$ cat src/rtl/rcpg_cfg.svh
`ifndef RCPG_CFG_SVH
`define RCPG_CFG_SVH
`define RCPG_OFF_CLK 12'h000
`define RCPG_OFF_CTL 12'h004
`define RCPG_OFF_CNT 12'h008
`define RCPG_OFF_APL 12'h00C
`define RCPG_OFF_DBL 12'h010
`define RCPG_OFF_STAT 12'h014
`define RCPG_OFF_IEN 12'h018
`define RCPG_OFF_CARR 12'h01C
`define RCPG_OFF_CMOD 12'h020
`define RCPG_B_DBGKEEP 8
`define RCPG_B_RESET 9
`define RCPG_B_RUN 8
`define RCPG_B_INV 4
`define RCPG_B_COMPARE_BUFFER_ENABLE 3
`define RCPG_B_ONESHOT 2
`define RCPG_B_SRST 1
`define RCPG_B_MODULE_ENABLE 0
`define RCPG_B_STRUN 10
`define RCPG_B_DBBSY 9
`define RCPG_B_APBSY 8
`define RCPG_B_LENGTH_MATCH_FLAG 1
`define RCPG_B_ACTIVE_MATCH_FLAG 0
`define RCPG_RST16 16'h0000
`define RCPG_RST8 8'h00
`define RCPG_SRC_EXT 2'h3
`define RCPG_SRC_LOW 2'h1
`define RCPG_DIV_MAX 4'hF
`define RCPG_DIV_LOWCAP 4'h8
`endif

$ cat src/rtl/rcpg_pkg.sv
package rcpg_pkg;
  typedef struct packed {
    logic [11:0] paddr;
    logic pwrite;
    logic [31:0] pwdata;
  } rcpg_req_s;
  typedef enum logic [1:0] {
    RCPG_IDLE = 2'b00,
    RCPG_RUN = 2'b01,
    RCPG_SRST = 2'b10
  } rcpg_state_e;
endpackage : rcpg_pkg

$ cat src/rtl/rcpg_top.sv
`timescale 1ns/1ns
`include "rcpg_cfg.svh"
// Contract
// RULE1: Active and length match flags set on counter equals compare, buffered when enabled.
// RULE2: Flags at bits 1 and 0; write 1 or soft reset clears.
// RULE3: Interrupt request only while a flag and its enable are both set.
// RULE4: Clock control bit 8 keeps operating clock running in debug mode.
// RULE5: Four-bit divider divides by two to the n; low source capped. The code instead runs the low source undivided at divider code 15.
// RULE6: Two-bit source field picks one of four sources; external undivided only.
// RULE7: Clock settings change only while module enable is zero.
// RULE8: Bit 9 resets counters, reads 1 until done, soft reset clears.
// RULE9: Bit 8 starts and stops counting, self-clears at one-shot length match.
// RULE10: Bit 4 inverts the modulated output.
// RULE11: Buffering stays off while first lengths are written.
// RULE12: Bit 2 one-shot stops at length match; otherwise repeats.
// RULE13: Write-only bit 1 soft reset clears counters, controls, status, flags. The code keeps the enable, one-shot, buffer, invert and busy bits.
// RULE14: Bit 0 module enable supplies operating clock; zero idles block.
// RULE15: Software reissues soft reset after re-enabling mid transmission.
// RULE16: Data counter readable, resets to zero, cleared by soft reset.
// RULE17: Data active from zero until counter exceeds active length.
// RULE18: Data cycle starts at zero, ends after counter passes cycle length.
// RULE19: Length writes take effect only while module enable is one.
// RULE20: Status bit 10 reads 1 while counting, soft reset clears.
// RULE21: Busy bits set on length write until buffered; writes ignored meanwhile.
// RULE22: While running, both outputs driven; clamp high for length difference.
// RULE23: Modulated output is carrier AND data.
// RULE24: Carrier counter toggles on duty and period matches, resets at period.
// RULE25: With buffering, both lengths load into buffers at buffered length match.
module rcpg_top (
  // Clock and reset
  input wire logic clk,
  input wire logic rst_n,
  // APB slave
  input wire logic psel,
  input wire logic penable,
  input wire logic pwrite,
  input wire logic [11:0] paddr,
  input wire logic [31:0] pwdata,
  output logic [31:0] prdata,
  output logic pready,
  output logic pslverr,
  // System
  input wire logic debugMode,
  input wire logic srcTick0,
  input wire logic srcTick1,
  input wire logic srcTick2,
  input wire logic srcTick3,
  // Outputs
  output logic modulatedOutput,
  output logic clampPulseOutput,
  output logic irqReq
);
  // ----------------------------------------
  // Register state
  // ----------------------------------------
  rcpg_pkg::rcpg_req_s req;
  logic debugClockKeep_reg;
  logic [3:0] clockDividerSelect_reg;
  logic [1:0] clockSourceSelect_reg;
  logic invert_reg, compare_buffer_enable_reg, oneShot_reg, module_enable_reg;
  logic countRun_reg, cntReset_reg, softReset_reg;
  logic [15:0] activeLength_reg, cycleLength_reg, apBuf_reg, dbBuf_reg, dataCount_reg;
  logic apBusy_reg, dbBusy_reg, apFlag_reg, dbFlag_reg;
  logic [1:0] intEn_reg;
  logic [7:0] duty_reg, period_reg, carrCount_reg;
  logic carrEn_reg, carrier_reg, tickLevel_reg;
  logic [14:0] divCount_reg, divMask;
  logic [2:0] tickSync_reg;
  rcpg_pkg::rcpg_state_e state_reg;
  logic wrAcc, rdAcc, selTick, tick, opTick;
  logic [31:0] rdNext;
  logic [15:0] apCmp, dbCmp;
  logic apHit, dbHit, dataActive, dataNext, clampNext;
  assign req = '{paddr: paddr, pwrite: pwrite, pwdata: pwdata};
  // A write lands only at the edge that completes the access, with pready high.
  assign wrAcc = psel && penable && req.pwrite && pready;
  assign rdAcc = psel && penable && !req.pwrite && !pready;

  // ----------------------------------------
  // Operating clock tick
  // ----------------------------------------
  always_comb
  begin
    case (clockSourceSelect_reg) // RULE6
      2'h0: selTick = srcTick0;
      2'h1: selTick = srcTick1;
      2'h2: selTick = srcTick2;
      default: selTick = srcTick3;
    endcase
  end

  // Source ticks come from other domains. A level counts only once stages two and three
  // agree, so a source must hold each level for at least two system clocks.
  always_ff @(posedge clk)
  begin
    if (!rst_n)
    begin
      tickSync_reg <= 3'h0;
      tickLevel_reg <= 1'b0;
    end
    else
    begin
      tickSync_reg <= {tickSync_reg[1:0], selTick};
      if (tickSync_reg[1] == tickSync_reg[2])
        tickLevel_reg <= tickSync_reg[2];
    end
  end

  always_comb
  begin
    // RULE5
    if (clockSourceSelect_reg == `RCPG_SRC_EXT || clockDividerSelect_reg == `RCPG_DIV_MAX
        && clockSourceSelect_reg == `RCPG_SRC_LOW)
      divMask = 15'h0000;
    else
      divMask = 15'(({15'h0000, 1'b1} << clockDividerSelect_reg) - 16'h0001);
  end

  assign tick = tickSync_reg[1] == tickSync_reg[2] && tickSync_reg[2] && !tickLevel_reg;

  always_ff @(posedge clk)
  begin
    if (!rst_n || !module_enable_reg)
      divCount_reg <= 15'h0000;
    else if (tick)
      divCount_reg <= ((divCount_reg & divMask) == divMask) ? 15'h0000 : divCount_reg + 15'h0001;
  end

  // RULE14 RULE4
  assign opTick = module_enable_reg && tick && ((divCount_reg & divMask) == divMask)
                  && (!debugMode || debugClockKeep_reg);

  // ----------------------------------------
  // Compare logic
  // ----------------------------------------
  assign apCmp = compare_buffer_enable_reg ? apBuf_reg : activeLength_reg; // RULE1
  assign dbCmp = compare_buffer_enable_reg ? dbBuf_reg : cycleLength_reg;
  assign apHit = countRun_reg && opTick && dataCount_reg == apCmp;
  assign dbHit = countRun_reg && opTick && dataCount_reg == dbCmp;
  assign dataActive = dataCount_reg <= apCmp; // RULE17
  assign dataNext = dataActive & (carrier_reg | !carrEn_reg); // RULE23
  assign clampNext = !dataActive && dataCount_reg <= dbCmp; // RULE22

  // ----------------------------------------
  // Control registers
  // ----------------------------------------
  always_ff @(posedge clk)
  begin
    if (!rst_n)
    begin
      debugClockKeep_reg <= 1'b0;
      clockDividerSelect_reg <= 4'h0;
      clockSourceSelect_reg <= 2'h0;
      invert_reg <= 1'b0;
      compare_buffer_enable_reg <= 1'b0;
      oneShot_reg <= 1'b0;
      module_enable_reg <= 1'b0;
      intEn_reg <= 2'h0;
      duty_reg <= `RCPG_RST8;
      period_reg <= `RCPG_RST8;
      carrEn_reg <= 1'b0;
    end
    else if (wrAcc)
    begin
      if (req.paddr == `RCPG_OFF_CLK && !module_enable_reg) // RULE7
      begin
        debugClockKeep_reg <= req.pwdata[`RCPG_B_DBGKEEP];
        clockDividerSelect_reg <= req.pwdata[7:4];
        clockSourceSelect_reg <= req.pwdata[1:0];
      end
      else if (req.paddr == `RCPG_OFF_CTL)
      begin
        invert_reg <= req.pwdata[`RCPG_B_INV]; // RULE10
        compare_buffer_enable_reg <= req.pwdata[`RCPG_B_COMPARE_BUFFER_ENABLE];
        oneShot_reg <= req.pwdata[`RCPG_B_ONESHOT]; // RULE12
        module_enable_reg <= req.pwdata[`RCPG_B_MODULE_ENABLE];
      end
      else if (req.paddr == `RCPG_OFF_IEN)
        intEn_reg <= req.pwdata[1:0];
      else if (req.paddr == `RCPG_OFF_CARR)
      begin
        duty_reg <= req.pwdata[15:8];
        period_reg <= req.pwdata[7:0];
      end
      else if (req.paddr == `RCPG_OFF_CMOD)
        carrEn_reg <= req.pwdata[0];
    end
  end

  // ----------------------------------------
  // Length registers and buffers
  // ----------------------------------------
  always_ff @(posedge clk)
  begin
    if (!rst_n)
    begin
      activeLength_reg <= `RCPG_RST16;
      cycleLength_reg <= `RCPG_RST16;
      apBuf_reg <= `RCPG_RST16;
      dbBuf_reg <= `RCPG_RST16;
      apBusy_reg <= 1'b0;
      dbBusy_reg <= 1'b0;
    end
    else
    begin
      if (wrAcc && module_enable_reg && req.paddr == `RCPG_OFF_APL && !(compare_buffer_enable_reg && apBusy_reg))
      begin
        activeLength_reg <= req.pwdata[15:0]; // RULE19 RULE21
        apBusy_reg <= compare_buffer_enable_reg;
      end
      else if (dbHit || !compare_buffer_enable_reg)
        apBusy_reg <= 1'b0;
      if (wrAcc && module_enable_reg && req.paddr == `RCPG_OFF_DBL && !(compare_buffer_enable_reg && dbBusy_reg))
      begin
        cycleLength_reg <= req.pwdata[15:0]; // RULE19 RULE21
        dbBusy_reg <= compare_buffer_enable_reg;
      end
      else if (dbHit || !compare_buffer_enable_reg)
        dbBusy_reg <= 1'b0;
      if (!compare_buffer_enable_reg || dbHit)
      begin
        apBuf_reg <= activeLength_reg; // RULE25
        dbBuf_reg <= cycleLength_reg;
      end
    end
  end

  // ----------------------------------------
  // Counters, run and soft reset
  // ----------------------------------------
  always_ff @(posedge clk)
  begin
    if (!rst_n)
    begin
      state_reg <= rcpg_pkg::RCPG_IDLE;
      softReset_reg <= 1'b0;
      cntReset_reg <= 1'b0;
      countRun_reg <= 1'b0;
      dataCount_reg <= `RCPG_RST16;
      carrCount_reg <= `RCPG_RST8;
      carrier_reg <= 1'b1;
    end
    else
    begin
      case (state_reg)
        rcpg_pkg::RCPG_SRST:
        begin
          // RULE13 RULE16 RULE20
          softReset_reg <= 1'b0;
          cntReset_reg <= 1'b0;
          countRun_reg <= 1'b0;
          dataCount_reg <= `RCPG_RST16;
          carrCount_reg <= `RCPG_RST8;
          carrier_reg <= 1'b1;
          state_reg <= rcpg_pkg::RCPG_IDLE;
        end
        default:
        begin
          if (wrAcc && req.paddr == `RCPG_OFF_CTL && req.pwdata[`RCPG_B_SRST])
          begin
            softReset_reg <= 1'b1;
            state_reg <= rcpg_pkg::RCPG_SRST;
          end
          else
          begin
            if (wrAcc && req.paddr == `RCPG_OFF_CTL && module_enable_reg)
            begin
              countRun_reg <= req.pwdata[`RCPG_B_RUN]; // RULE9
              if (req.pwdata[`RCPG_B_RESET])
                cntReset_reg <= 1'b1; // RULE8
            end
            else if (dbHit && oneShot_reg)
              countRun_reg <= 1'b0; // RULE9 RULE12
            if (cntReset_reg)
            begin
              dataCount_reg <= `RCPG_RST16;
              carrCount_reg <= `RCPG_RST8;
              carrier_reg <= 1'b1;
              cntReset_reg <= 1'b0;
            end
            else if (countRun_reg && opTick)
            begin
              dataCount_reg <= dbHit ? `RCPG_RST16 : dataCount_reg + 16'h0001; // RULE18
              if (carrCount_reg == period_reg) // RULE24
              begin
                carrCount_reg <= `RCPG_RST8;
                carrier_reg <= 1'b1;
              end
              else
              begin
                carrCount_reg <= carrCount_reg + 8'h01;
                if (carrCount_reg == duty_reg)
                  carrier_reg <= 1'b0;
              end
            end
            state_reg <= countRun_reg ? rcpg_pkg::RCPG_RUN : rcpg_pkg::RCPG_IDLE;
          end
        end
      endcase
    end
  end

  // ----------------------------------------
  // Match flags
  // ----------------------------------------
  always_ff @(posedge clk)
  begin
    if (!rst_n || state_reg == rcpg_pkg::RCPG_SRST)
    begin
      apFlag_reg <= 1'b0;
      dbFlag_reg <= 1'b0;
    end
    else
    begin
      // Set wins over a same-cycle write-1 clear.
      if (apHit) // RULE1
        apFlag_reg <= 1'b1;
      else if (wrAcc && req.paddr == `RCPG_OFF_STAT && req.pwdata[`RCPG_B_ACTIVE_MATCH_FLAG])
        apFlag_reg <= 1'b0; // RULE2
      if (dbHit)
        dbFlag_reg <= 1'b1;
      else if (wrAcc && req.paddr == `RCPG_OFF_STAT && req.pwdata[`RCPG_B_LENGTH_MATCH_FLAG])
        dbFlag_reg <= 1'b0;
    end
  end

  // ----------------------------------------
  // Outputs and bus answer
  // ----------------------------------------
  always_comb
  begin
    rdNext = 32'h00000000;
    if (req.paddr == `RCPG_OFF_CLK)
      rdNext = {23'h000000, debugClockKeep_reg, clockDividerSelect_reg, 2'h0,
                clockSourceSelect_reg};
    else if (req.paddr == `RCPG_OFF_CTL)
      rdNext = {22'h000000, cntReset_reg, countRun_reg, 3'h0, invert_reg, compare_buffer_enable_reg,
                oneShot_reg, softReset_reg, module_enable_reg};
    else if (req.paddr == `RCPG_OFF_CNT)
      rdNext = {16'h0000, dataCount_reg};
    else if (req.paddr == `RCPG_OFF_APL)
      rdNext = {16'h0000, activeLength_reg};
    else if (req.paddr == `RCPG_OFF_DBL)
      rdNext = {16'h0000, cycleLength_reg};
    else if (req.paddr == `RCPG_OFF_STAT)
      rdNext = {21'h000000, countRun_reg, dbBusy_reg, apBusy_reg, 6'h00, dbFlag_reg,
                apFlag_reg}; // RULE20 RULE21
    else if (req.paddr == `RCPG_OFF_IEN)
      rdNext = {30'h00000000, intEn_reg};
    else if (req.paddr == `RCPG_OFF_CARR)
      rdNext = {16'h0000, duty_reg, period_reg};
    else if (req.paddr == `RCPG_OFF_CMOD)
      rdNext = {31'h00000000, carrEn_reg};
  end

  always_ff @(posedge clk)
  begin
    if (!rst_n)
    begin
      pready <= 1'b0;
      pslverr <= 1'b0;
      prdata <= 32'h00000000;
    end
    else
    begin
      pready <= psel && penable && !pready;
      pslverr <= psel && penable && !pready && req.paddr > `RCPG_OFF_CMOD;
      if (rdAcc)
        prdata <= rdNext;
    end
  end

  always_ff @(posedge clk)
  begin
    if (!rst_n)
    begin
      modulatedOutput <= 1'b0;
      clampPulseOutput <= 1'b0;
      irqReq <= 1'b0;
    end
    else
    begin
      modulatedOutput <= countRun_reg ? (dataNext ^ invert_reg) : invert_reg; // RULE22
      clampPulseOutput <= countRun_reg && clampNext;
      irqReq <= (apFlag_reg && intEn_reg[0]) || (dbFlag_reg && intEn_reg[1]); // RULE3
    end
  end

  // ----------------------------------------
  // Checks
  // ----------------------------------------
  chk_irq_gate: assert property (@(posedge clk) disable iff (!rst_n) // RULE3
    irqReq == $past((apFlag_reg && intEn_reg[0]) || (dbFlag_reg && intEn_reg[1])))
    else $error("irq not gated by flag and enable");
  chk_flag_set: assert property (@(posedge clk) disable iff (!rst_n) // RULE1
    apHit && state_reg != rcpg_pkg::RCPG_SRST |=> apFlag_reg)
    else $error("active match flag not set");
  chk_oneshot_stop: assert property (@(posedge clk) disable iff (!rst_n) // RULE12
    dbHit && oneShot_reg && !wrAcc && state_reg != rcpg_pkg::RCPG_SRST |=> !countRun_reg)
    else $error("one-shot did not stop");
  chk_srst_clear: assert property (@(posedge clk) disable iff (!rst_n) // RULE13
    state_reg == rcpg_pkg::RCPG_SRST |=> !countRun_reg && dataCount_reg == 16'h0000
    && !apFlag_reg && !dbFlag_reg)
    else $error("soft reset incomplete");
  chk_clk_lock: assert property (@(posedge clk) disable iff (!rst_n) // RULE7
    module_enable_reg |=> $stable(clockSourceSelect_reg) && $stable(clockDividerSelect_reg))
    else $error("clock setting changed while enabled");
  chk_len_lock: assert property (@(posedge clk) disable iff (!rst_n) // RULE19
    !module_enable_reg |=> $stable(activeLength_reg) && $stable(cycleLength_reg))
    else $error("length changed while disabled");
  chk_no_tick: assert property (@(posedge clk) disable iff (!rst_n) // RULE14
    !module_enable_reg |-> !opTick)
    else $error("operating tick while disabled");
  chk_cnt_wrap: assert property (@(posedge clk) disable iff (!rst_n) // RULE18
    dbHit && !cntReset_reg && state_reg != rcpg_pkg::RCPG_SRST
    && !(wrAcc && req.paddr == `RCPG_OFF_CTL && req.pwdata[`RCPG_B_SRST])
    |=> dataCount_reg == 16'h0000)
    else $error("counter did not wrap at length");
endmodule : rcpg_top

$ cat config.mk
export PLATFORM = sky130hd
export DESIGN_NAME = rcpg_top
export DESIGN_NICKNAME = d
export VERILOG_FILES = /design/src/rtl/rcpg_pkg.sv /design/src/rtl/rcpg_top.sv
export VERILOG_INCLUDE_DIRS = /design/src /design/src/rtl
export SDC_FILE = /design/constraint.sdc
export NUM_CORES = 1
export LEC_CHECK = 0
export BUFFER_PORTS_ARGS = -buffer_cell sky130_fd_sc_hd__clkbuf_2
export CAP_MARGIN = 10
export CORE_ASPECT_RATIO = 1.4
export CORE_MARGIN = 4
export CORE_UTILIZATION = 45
export CTS_CLUSTER_SIZE = 14
export DETAILED_ROUTE_END_ITERATION = 8
export GPL_TIMING_DRIVEN = 1
export PLACE_DENSITY = 0.66
export SLEW_MARGIN = 10
export SYNTH_ARGS = -nofsm -noshare
export SYNTH_HDL_FRONTEND = slang
export SYNTH_SLANG_ARGS = --single-unit
$ cat constraint.sdc
create_clock -name clk -period 3.83 [get_ports clk]
set_clock_uncertainty 0.15 [all_clocks]
set_input_delay 0 -clock clk [delete_from_list [all_inputs] [get_ports clk]]
set_output_delay 0 -clock clk [all_outputs]
set_load 0.01 [all_outputs]
==> results.md, run 1 <==
- Vias per cell: 5.833
- H-tree lvl count: 4
- DRT Wirelength: 27.70 mm
- Synth unique cells: 74
- Tmin final: 3.425 ns
- Clock sink total: 168
- TritonCTS Buffers: 17
- CTS clk-pin slew, worst paths: 0.06 ns
- Sequential Power Share: 47.1%
- First-pass GRT wire length: 42.88 mm
- Sw Pwr: 837.4 uW
- Share of layout cells above drive strength 1: 13.54%
- CP Data Arrival Time: 3.63 ns
- # DRC: 0
- DP Wirelength: 19.53 mm
- # diodes: 0
- Worst setup path class: flop to flop
- Worst Max-Slew Pin Slew: 0.9656 ns
- Cells after synthesis: 1095
- Post-CTS Setup Inserts: 0
- IO Pins: 91
- Site Rows: 61
- Vias in the first global route: 7919
- Initial antenna violation count: 0
- Maximum clock rate: 292.0 MHz
- Seq/Total Area, Yosys: 36.73%
- Fin. Hold Viols: 0
- Placed Area: 9638 sq um
- Cell Int Power: 2.890 mW
- Syn. warnings: 0
- Longest Clk Path Bufs: 2
- Synth Register Bits: 168
- CTS root buf: clkbuf_16
- Drt initial violations: 617
- Final period utilization: 89.43%
- DR pass1 iterations: 6
- Largest net degree at the start of global routing: 78
- Mapped Avg Cell Area: 8.363 sq um
- Hold WC Path Type: input pin to flop
- Critical Path Fanout Max: 37
- Setup TNS: 0 ns
- CTS tree: done
- Final instance area: 10530 sq um
- Placed cell count: 1367
- Port bufs: 58
- Die Ht: 176.8 um
- Slew HR: 35.63%
- Post-synth EDFFs: 0
- Cell Count, Final, Fillers Out: 1426
- Clock power share: 48.8%
- Critical Path RT: 4.04 ns
- Vias: 8318
- Power share of the combinational group: 4.1%
- Kind of start point of the critical path: flop
- Detail Route Antenna Nets: 0
- Residual overflow from global routing: 0
- Switching share of power: 22.47%
- Synth Flop Type: dfxtp_1
- VDD IR max: 0.3433 mV
- GPL Wtd Cong: 0.9077
- Skew-Pair Late Insertion Delay: 0.44 ns
- Max-cap violations: 0
- Area Growth Syn to Fin: 14.95%
- Total die area: 22730 sq um
- P per Cell Area: 354.1 nW/um^2
- Lkg Pwr: 3.764 nW
- Nets: 1252
- Post-synth ARST share: 0%
- RSZ-0062 raised after global routing: no
- Count of final setup violators: 0
- Gr usage total: 24.10%
- Mapped Area: 9158 sq um
- Core ar.: 19920 sq um
- Outcome: finished, final reports clean
- Floorplan die width: 128.6 um
- Initial Util: 45.97%
- Max Slew Vio Count: 0
- Crit. End Element: flop
- WL/cell: 19.43 um
per-stage QoR:
stage | hold slack, ns | power, mW | utilization, % | setup WS (ns)
floorplan | -0.01403 | 1.878 | - | 0.6215
global placement | 0.1091 | 1.921 | 48.38 | 0.4599
detailed placement | 0.1143 | 1.922 | 48.38 | 0.4305
CTS | 0.0001628 | 3.743 | 52.84 | 0.3917
global route | 0.04052 | 3.822 | 52.84 | 0.1738
finish | 0.03202 | 3.727 | 52.84 | 0.4048
cell usage after synthesis, types with 17 or more instances:
cell	instances	area [sq um]
nand2_1	216	810.8
dfxtp_1	168	3363
a21oi_1	93	465.5
mux2i_1	78	780.8
nor2_1	69	259.0
clkbuf_1	41	153.9
ha_1	37	462.9
a22oi_1	25	187.7
buf_4	20	150.1
nand4_1	20	125.1
o21ai_0	19	95.09
xnor2_1	18	157.7
nand3_1	17	85.08
nor3_1	17	85.08
worst max-delay path, stage by stage, from the launching register on:
cell	delay [ns]
dfxtp_1	0.31
or4_1	0.56
ha_1	0.33
or3_1	0.33
a21oi_1	0.15
o211ai_1	0.14
and4_1	0.22
a21oi_4	0.74
o21ai_0	0.24
a22oi_2	0.15
what timing repair did:
action | 4_1_cts | 5_1_grt
endpoints found under the setup margin | 0 | 0
hold buffers | 27 | 0
resized for setup | 0 | 0
hold endpoints to repair | 85 | 0
cell type report:
class | count | area [sq um]
multi-input combinational | 847 | 5384
clock buffer | 23 | 478.0
fill | 1884 | 9394
inverter | 15 | 56.30
sequential | 168 | 3364
clock inverter | 9 | 140.1
tap | 252 | 315.3
timing repair buffer | 112 | 788.3
power groups by stage:
stage               clock (mW)  combinational, mW  sequential, mW
floorplan                    0             0.0806            1.80
global placement             0              0.126            1.80
detailed placement           0              0.127            1.80
CTS                       1.84              0.149            1.76
global route              1.90              0.163            1.76
finish                    1.82              0.151            1.76
worst paths after layout:
check	from	end	slack [ns]	depth (start not counted)
hold reg to reg	tickSync_reg[0]	tickSync_reg[1]	0.28	1
hold / removal	psel	prdata[7]	0.03	5
setup reg to reg	clockDividerSelect_reg[3]	dataCount_reg[10]	0.40	9
setup / recovery	clockDividerSelect_reg[3]	dataCount_reg[10]	0.40	9
cell usage in the layout (no fill, tap or decap), types with 12 or more instances in the layout:
cell type	n
dfxtp_1	167
o31ai_1	12
nor3_1	16
clkbuf_16	17
mux2i_1	78
a21oi_1	93
o21ai_0	19
a22oi_1	25
xnor2_1	18
nand4_1	20
clkbuf_2	58
ha_1	37
dlygate4sd3_1	27
xor2_1	14
buf_4	25
nor2_1	69
conb_1	16
nand3_1	17
inv_1	13
nor2b_1	15
nand2_1	216
or3_1	12
routing by layer:
metal	wire (um)	up-vias	part of all wire [%]	GRT usage [%]
met5	0	-	0	0
li1	-	4009	-	-
met1	10800	3965	39	28.07
met3	1699	67	6.1	4.227
met4	1186	0	4.3	9.939
met2	14020	277	51	43.15
kinds of logic after synthesis:
logic type	count (synthesis)	synth area share (%)
flops	168	36.73
mux	83	9.264
buf+inv	95	5.247
compound gates	247	18.24
fa+ha+maj	37	5.055
other cells	1	0.04095
simple gates	432	22.37
xor+xnor	32	3.061
No activity file was read; power rests on OpenSTA's default activity.
==> inputs of run 2 (changes only) <==
--- a/config.mk
+++ b/config.mk
@@ -13,7 +13,7 @@
 export CORE_UTILIZATION = 45
 export CTS_CLUSTER_SIZE = 14
 export DETAILED_ROUTE_END_ITERATION = 8
-export GPL_TIMING_DRIVEN = 1
+export GPL_TIMING_DRIVEN = 0
 export PLACE_DENSITY = 0.66
 export SLEW_MARGIN = 10
 export SYNTH_ARGS = -nofsm -noshare
==> constraint.sdc (replaced) <==
create_clock -name clk -period 4 [get_ports clk]
set_clock_uncertainty 0.15 [all_clocks]
set_input_delay 0 -clock clk [delete_from_list [all_inputs] [get_ports clk]]
set_output_delay 0 -clock clk [all_outputs]
set_load 0.05 [all_outputs]
==> run 2 against run 1 <==
Setup slack worse by 0.25 ns. Global-route usage up 2.7 points. First-iteration DRC count grew 39%. Fmax fell by 11%. Via count rose by 4.6%. Register-to-register slack lost 0.25 ns. Worst hold slack gained 0.019 ns. Combinational power increased by 42%. Critical endpoint is now apBuf_reg[3]. Highest routed layer unchanged.
==> results.md, run 2 (synthesis gave the netlist of run 1 again) <==
- First-pass GRT wire length: 47.08 mm (+9.8%)
- # DRC: 0 (unchanged)
- Largest net degree at the start of global routing: 17 (-78%)
- H-tree lvl count: 4 (unchanged)
- Setup TNS: 0 ns (unchanged)
- Skew-Pair Late Insertion Delay: 0.44 ns (about the same)
- Hold path cells: 4 (-1)
- Worst hold start: pwdata[1]
- Hold endpoint: cycleLength_reg[1]
- Hold WC Path Type: input pin to flop
- Post-CTS Setup Inserts: 0 (unchanged)
- Maximum clock rate: 259.9 MHz (-11%)
- Worst path most repeated cell: mux2i_1
- CP Data Arrival Time: 4.06 ns (+0.43 ns)
- Slew HR: 13.02% (-23 points)
- DRT Wirelength: 30.45 mm (+9.9%)
- Placed cell count: 1416 (+3.6%)
- Residual overflow from global routing: 0 (unchanged)
- P per Cell Area: 335.1 nW/um^2 (-5.4%)
- Clock sink total: 168 (unchanged)
- WL/cell: 20.59 um (+6.0%)
- Gr usage total: 26.85% (+2.7 points)
- Tmin final: 3.847 ns (+0.4218 ns)
- Commonest non-fill, non-tap cell in the layout: nand2_1
- Cell Count, Final, Fillers Out: 1479 (+3.7%)
- Final Util: 53.77% (+0.93 points)
- Share of layout cells above drive strength 1: 13.37% (-0.18 points)
- Nets: 1305 (+4.2%)
- Drt initial violations: 860 (+39%)
- CTS clk-pin slew, worst paths: 0.07 ns (about the same)
- Crit path largest cell delay: 0.53 ns (-0.21 ns)
- Final period utilization: 96.18% (+6.7 points)
- CTS tree: done
- Vias in the first global route: 8439 (+6.6%)
- R2R depth: 10 (+1)
- Initial Util: 45.97% (unchanged)
- Worst Max-Slew Pin Slew: 1.294 ns (+0.3284 ns)
- Critical Path Fanout Max: 10 (-73%)
- Site Rows: 61 (unchanged)
- Total die area: 22730 sq um (unchanged)
- Critical Path RT: 4.22 ns (+0.18 ns)
- Port bufs: 54 (-6.9%)
- Crit. End Element: flop
- IO Pins: 91 (unchanged)
- Max Slew Vio Count: 0 (unchanged)
- GPL Wtd Cong: 0.9728 (+7.2%)
- Area Growth Syn to Fin: 16.97%
- Vias: 8701 (+4.6%)
- Cell Chain, Critical Path: clkbuf_1, clkbuf_2, mux2i_1, ha_1, nand4_1, or3_1, inv_1, a31oi_2, buf_4, mux2i_1
- Critical-path top delay cell: clkbuf_1
- CTS root buf: clkbuf_16
- RSZ-0062 raised after global routing: no
- Longest Clk Path Bufs: 2 (unchanged)
- VDD IR max: 0.3309 mV (-3.6%)
- Max-cap violations: 0 (unchanged)
- Kind of start point of the critical path: flop
- Worst setup path class: flop to flop
- Vias per cell: 5.883 (+0.86%)
- Fin. Hold Viols: 0 (unchanged)
- DP Wirelength: 22.44 mm (+15%)
- Detail Route Antenna Nets: 0 (unchanged)
- Floorplan die width: 128.6 um (unchanged)
- DR pass1 iterations: 6 (unchanged)
- Lkg Pwr: 3.839 nW (+2.0%)
- # diodes: 0 (unchanged)
- RR Endpoint: apBuf_reg[3]
- Core ar.: 19920 sq um (unchanged)
- TritonCTS Buffers: 17 (unchanged)
- Count of final setup violators: 0 (unchanged)
- Initial antenna violation count: 0 (unchanged)
- Outcome: finished, final reports clean
- Launch point of the worst reg-to-reg path: compare_buffer_enable_reg
- Die Ht: 176.8 um (unchanged)
- Worst R2R Setup Slack: 0.15 ns (-0.25 ns)
- Commonest cells after routing, fill and taps aside: 216 x nand2_1, 168 x dfxtp_1, 93 x a21oi_1, 78 x mux2i_1, 69 x nor2_1
[run 2: changes by cell type in the layout (fill, tap and decap cells not counted), moves of 2 or more]
cell / change
clkinvlp_4: +2
buf_2: +9
buf_4: -5
buf_6: +5
clkbuf_1: +39
buf_12: -2
buf_1: +2
dlygate4sd3_1: +4
[run 2: critical path: cells and delay by family (launching register included)]
family / cells / cell delay (ns)
compound gates: 1 / 0.43
mux: 2 / 0.65
fa+ha+maj: 1 / 0.32
buf+inv: 4 / 1.52
flops: 1 / 0.31
simple gates: 2 / 0.38
[run 2: worst max-delay path by stage]
stage                              to                      start  slack [ns]  depth (start not counted)
global route         dataCount_reg[1]  compare_buffer_enable_reg        0.06                         12
global placement    dataCount_reg[12]  compare_buffer_enable_reg        0.08                         12
finish                   apBuf_reg[3]  compare_buffer_enable_reg        0.15                         10
CTS                 dataCount_reg[12]  compare_buffer_enable_reg        0.07                         12
detailed placement   dataCount_reg[9]  compare_buffer_enable_reg        0.08                         12
floorplan           dataCount_reg[11]  clockDividerSelect_reg[3]        0.79                         11
[run 2: cell type report]
class / count / area [sq um]
Clock buffer: 20 / 456.7
Multi-Input combinational cell: 847 / 5370
Tap cell: 252 / 315.3
Sequential cell: 168 / 3363
Timing Repair Buffer: 85 / 580.6
Fill cell: 1893 / 9209
Buffer: 80 / 427.9
Clock inverter: 12 / 141.4
Inverter: 15 / 56.30
[run 2: per-stage QoR]
step / hold WS [ns] / setup WS (ns) / area (sq um) / power [mW]
after global placement: 0.1142 / 0.07820 / 9799 / 1.905
after detailed placement: 0.1182 / 0.08372 / 9799 / 1.905
after floorplan: -0.01403 / 0.7915 / 9214 / 1.839
after global routing: 0.05400 / 0.05534 / 10710 / 3.677
after CTS: 0.01818 / 0.07126 / 10710 / 3.599
final: 0.05094 / 0.1529 / 10710 / 3.589
[run 2: report_power, final]
| part | leakage [nW] | internal, mW | total, mW | switching (mW) |
|---|---|---|---|---|
| clock | 0.281 | 0.961 | 1.69 | 0.733 |
| sequential | 1.35 | 1.68 | 1.68 | 0.00311 |
| combinational | 2.20 | 0.0655 | 0.214 | 0.148 |
| total | 3.84 | 2.70 | 3.59 | 0.884 |
[run 2: repair_timing]
action                                  4_1_cts  5_1_grt
hold endpoints to repair                     74        0
hold buffers                                 31        0
gates resized for setup                       0        3
endpoints found under the setup margin        0       41
[run 2: routing by layer]
metal | global-route usage, % | up-vias | wire (um)
met5 | 0 | - | 0
met4 | 14.71 | 0 | 1851
met3 | 4.499 | 113 | 1878
met2 | 45.37 | 372 | 14690
met1 | 32.18 | 4087 | 12030
li1 | - | 4129 | -
==> inputs of run 3 (changes only) <==
--- a/config.mk
+++ b/config.mk
@@ -11,10 +11,11 @@
 export CORE_ASPECT_RATIO = 1.4
 export CORE_MARGIN = 4
 export CORE_UTILIZATION = 45
+export CTS_CLUSTER_DIAMETER = 50
 export CTS_CLUSTER_SIZE = 14
 export DETAILED_ROUTE_END_ITERATION = 8
 export GPL_TIMING_DRIVEN = 0
-export PLACE_DENSITY = 0.66
+export PLACE_DENSITY = 0.62
 export SLEW_MARGIN = 10
 export SYNTH_ARGS = -nofsm -noshare
 export SYNTH_HDL_FRONTEND = slang
==> run 3 against run 2 <==
Highest routed layer unchanged. Final area grew 0.42%. Core utilization grew 0.23 points. Wire length shrank 0.73%. Setup slack gained 0.084 ns. Register-to-register slack gained 0.08 ns. Critical path depth grew 2. Total power grew 3.6%. Count of clock-buffer cells in the layout is the same. Largest power group unchanged. First-iteration DRC count shrank 26%. Final cell count is the same.
==> results.md, run 3 (synthesis gave the netlist of run 1 again) <==
- Core ar.: 19920 sq um (unchanged)
- Skew-Pair Late Insertion Delay: 0.44 ns (about the same)
- Power Total: 3.719 mW (+3.6%)
- IO Pins: 91 (unchanged)
- Final setup margin: 0.2369 ns (+0.08391 ns)
- Area Growth Syn to Fin: 17.46%
- Count of final setup violators: 0 (unchanged)
- Site Rows: 61 (unchanged)
- Residual overflow from global routing: 0 (unchanged)
- Power share of the combinational group: 5.7% (-0.3 points)
- CTS tree: done
- Worst Max-Slew Pin Slew: 1.107 ns (-0.1868 ns)
- Port bufs: 54 (unchanged)
- GPL Wtd Cong: 0.9554 (-1.8%)
- Commonest non-fill, non-tap cell in the layout: nand2_1
- VDD IR max: 0.3155 mV (-4.7%)
- Floorplan die width: 128.6 um (unchanged)
- Largest net degree at the start of global routing: 17 (unchanged)
- Sw Pwr: 887.5 uW (+0.35%)
- DRT Wirelength: 30.23 mm (-0.73%)
- Multi-input logic area: 5370 sq um (unchanged)
- Lkg Pwr: 3.865 nW (+0.68%)
- Vias: 8566 (-1.6%)
- Setup crit end: dbBuf_reg[5]
- Max-cap violations: 0 (unchanged)
- Fillers: 1910 (+0.90%)
- R2R depth: 12 (+2)
- Cell Int Power: 2.832 mW (+4.7%)
- RR Endpoint: dbBuf_reg[5]
- FF/Latch Area: 3363 sq um (unchanged)
- Final Util: 54.00% (+0.23 points)
- Switching share of power: 23.86% (-0.78 points)
- CTS root buf: clkbuf_16
- Nets: 1305 (unchanged)
- Final period utilization: 94.08% (-2.1 points)
- Tmin final: 3.763 ns (-0.08391 ns)
- Detail Route Antenna Nets: 0 (unchanged)
- Kind of start point of the critical path: flop
- Placed cell count: 1416 (unchanged)
- Vias in the first global route: 8150 (-3.4%)
- Sequential Power Share: 45.2% (-1.6 points)
- Total die area: 22730 sq um (unchanged)
- Gr usage total: 26.63% (-0.22 points)
- Outcome: finished, final reports clean
- TritonCTS Buffers: 17 (unchanged)
- Slew HR: 25.62% (+13 points)
- Post-CTS Setup Inserts: 0 (unchanged)
- Clock sink total: 168 (unchanged)
- Hold WC Path Type: input pin to flop
- Setup TNS: 0 ns (unchanged)
- Fin. Hold Viols: 0 (unchanged)
- Cell Count, Final, Fillers Out: 1479 (unchanged)
- First-pass GRT wire length: 46.54 mm (-1.1%)
- Critical Path RT: 4.21 ns (about the same)
- Worst R2R Setup Slack: 0.24 ns (+0.08 ns)
- Share of layout cells above drive strength 1: 13.37% (unchanged)
- Crit. End Element: flop
- DP Wirelength: 22.76 mm (+1.4%)
- CTS clk-pin slew, worst paths: 0.06 ns (about the same)
- Pre-CTS WS: -0.03997 ns (-0.1237 ns)
- Drt initial violations: 633 (-26%)
- Worst setup path class: flop to flop
- Hold path cells: 4 (unchanged)
- Initial antenna violation count: 0 (unchanged)
- Clock power share: 49.1% (+1.9 points)
- Die Ht: 176.8 um (unchanged)
- Maximum clock rate: 265.7 MHz (+2.2%)
- RSZ-0062 raised after global routing: no
- Launch point of the worst reg-to-reg path: compare_buffer_enable_reg
- Critical Path Fanout Max: 10 (unchanged)
- CP Data Arrival Time: 3.98 ns (-0.08 ns)
- CP startpoint: compare_buffer_enable_reg
- P per Cell Area: 345.8 nW/um^2 (+3.2%)
- DR pass1 iterations: 7 (+1)
- Vias per cell: 5.792 (-1.6%)
- # diodes: 0 (unchanged)
- Max Slew Vio Count: 0 (unchanged)
- Longest Clk Path Bufs: 2 (unchanged)
- Initial Util: 45.97% (unchanged)
- Commonest cells after routing, fill and taps aside: 216 x nand2_1, 168 x dfxtp_1, 93 x a21oi_1, 78 x mux2i_1, 69 x nor2_1
- # DRC: 0 (unchanged)
- H-tree lvl count: 4 (unchanged)
- WL/cell: 20.44 um (-0.73%)
[run 3: cell count changes in the layout (fill, tap and decap cells not counted), sizes merged]
cell and delta:
clkinv -2, clkbuf -3, clkinvlp -1, inv +1, buf +3, bufinv +2
[run 3: worst min path at each step]
stage                                to        from
finish                    period_reg[1]   pwdata[1]
global route                    pslverr    paddr[9]
CTS                       period_reg[1]   pwdata[1]
detailed placement  cycleLength_reg[15]  pwdata[15]
global placement            duty_reg[7]  pwdata[15]
floorplan                 period_reg[2]   pwdata[2]
[run 3: per-layer routing]
layer / global-route usage (%) / share of wire, % / vias up
li1: - / - / 4113
met1: 32.34 / 41 / 4085
met2: 45.65 / 49 / 286
met3: 3.986 / 5.2 / 82
met4: 12.96 / 5.0 / 0
met5: 0 / 0 / -
[run 3: final cells by class]
cell class	count	share of cell area (%)
plain buffers	80	3.978
clock buffers	20	4.246
clock inverters	12	1.733
inverters	15	0.5234
multi-input cells	847	49.92
flip-flops and latches	168	31.27
well taps	252	2.931
repair buffers	85	5.397
[run 3: repair_timing]
item,CTS,global route
endpoints found under the hold margin,74,0
endpoints found under the setup margin,29,0
gates resized for setup,3,0
hold buffers,31,0
[run 3: power by group through the flow]
stage	sequential (mW)	clock, mW	combinational (mW)
after floorplan	1.74	0	0.104
after global routing	1.68	1.90	0.225
after detailed placement	1.72	0	0.185
after global placement	1.72	0	0.186
after CTS	1.68	1.84	0.210
final	1.68	1.82	0.213
[run 3: per-stage QoR]
step	hold slack (ns)	cell area [sq um]
CTS	0.02079	10760
global route	0.06037	10760
floorplan	-0.01403	9214
global placement	0.1190	9799
finish	0.02982	10760
detailed placement	0.1222	9799
[run 3: worst max-delay path, stage by stage, from the launching register on]
cell and delay, ns:
dfxtp_1 0.31, clkbuf_1 0.50, buf_2 0.45, mux2i_1 0.24, ha_1 0.26, nand4_1 0.12
nor2_1 0.05, nand3_1 0.14, or3_1 0.27, inv_1 0.15, a31oi_2 0.48, buf_4 0.33
mux2i_1 0.22
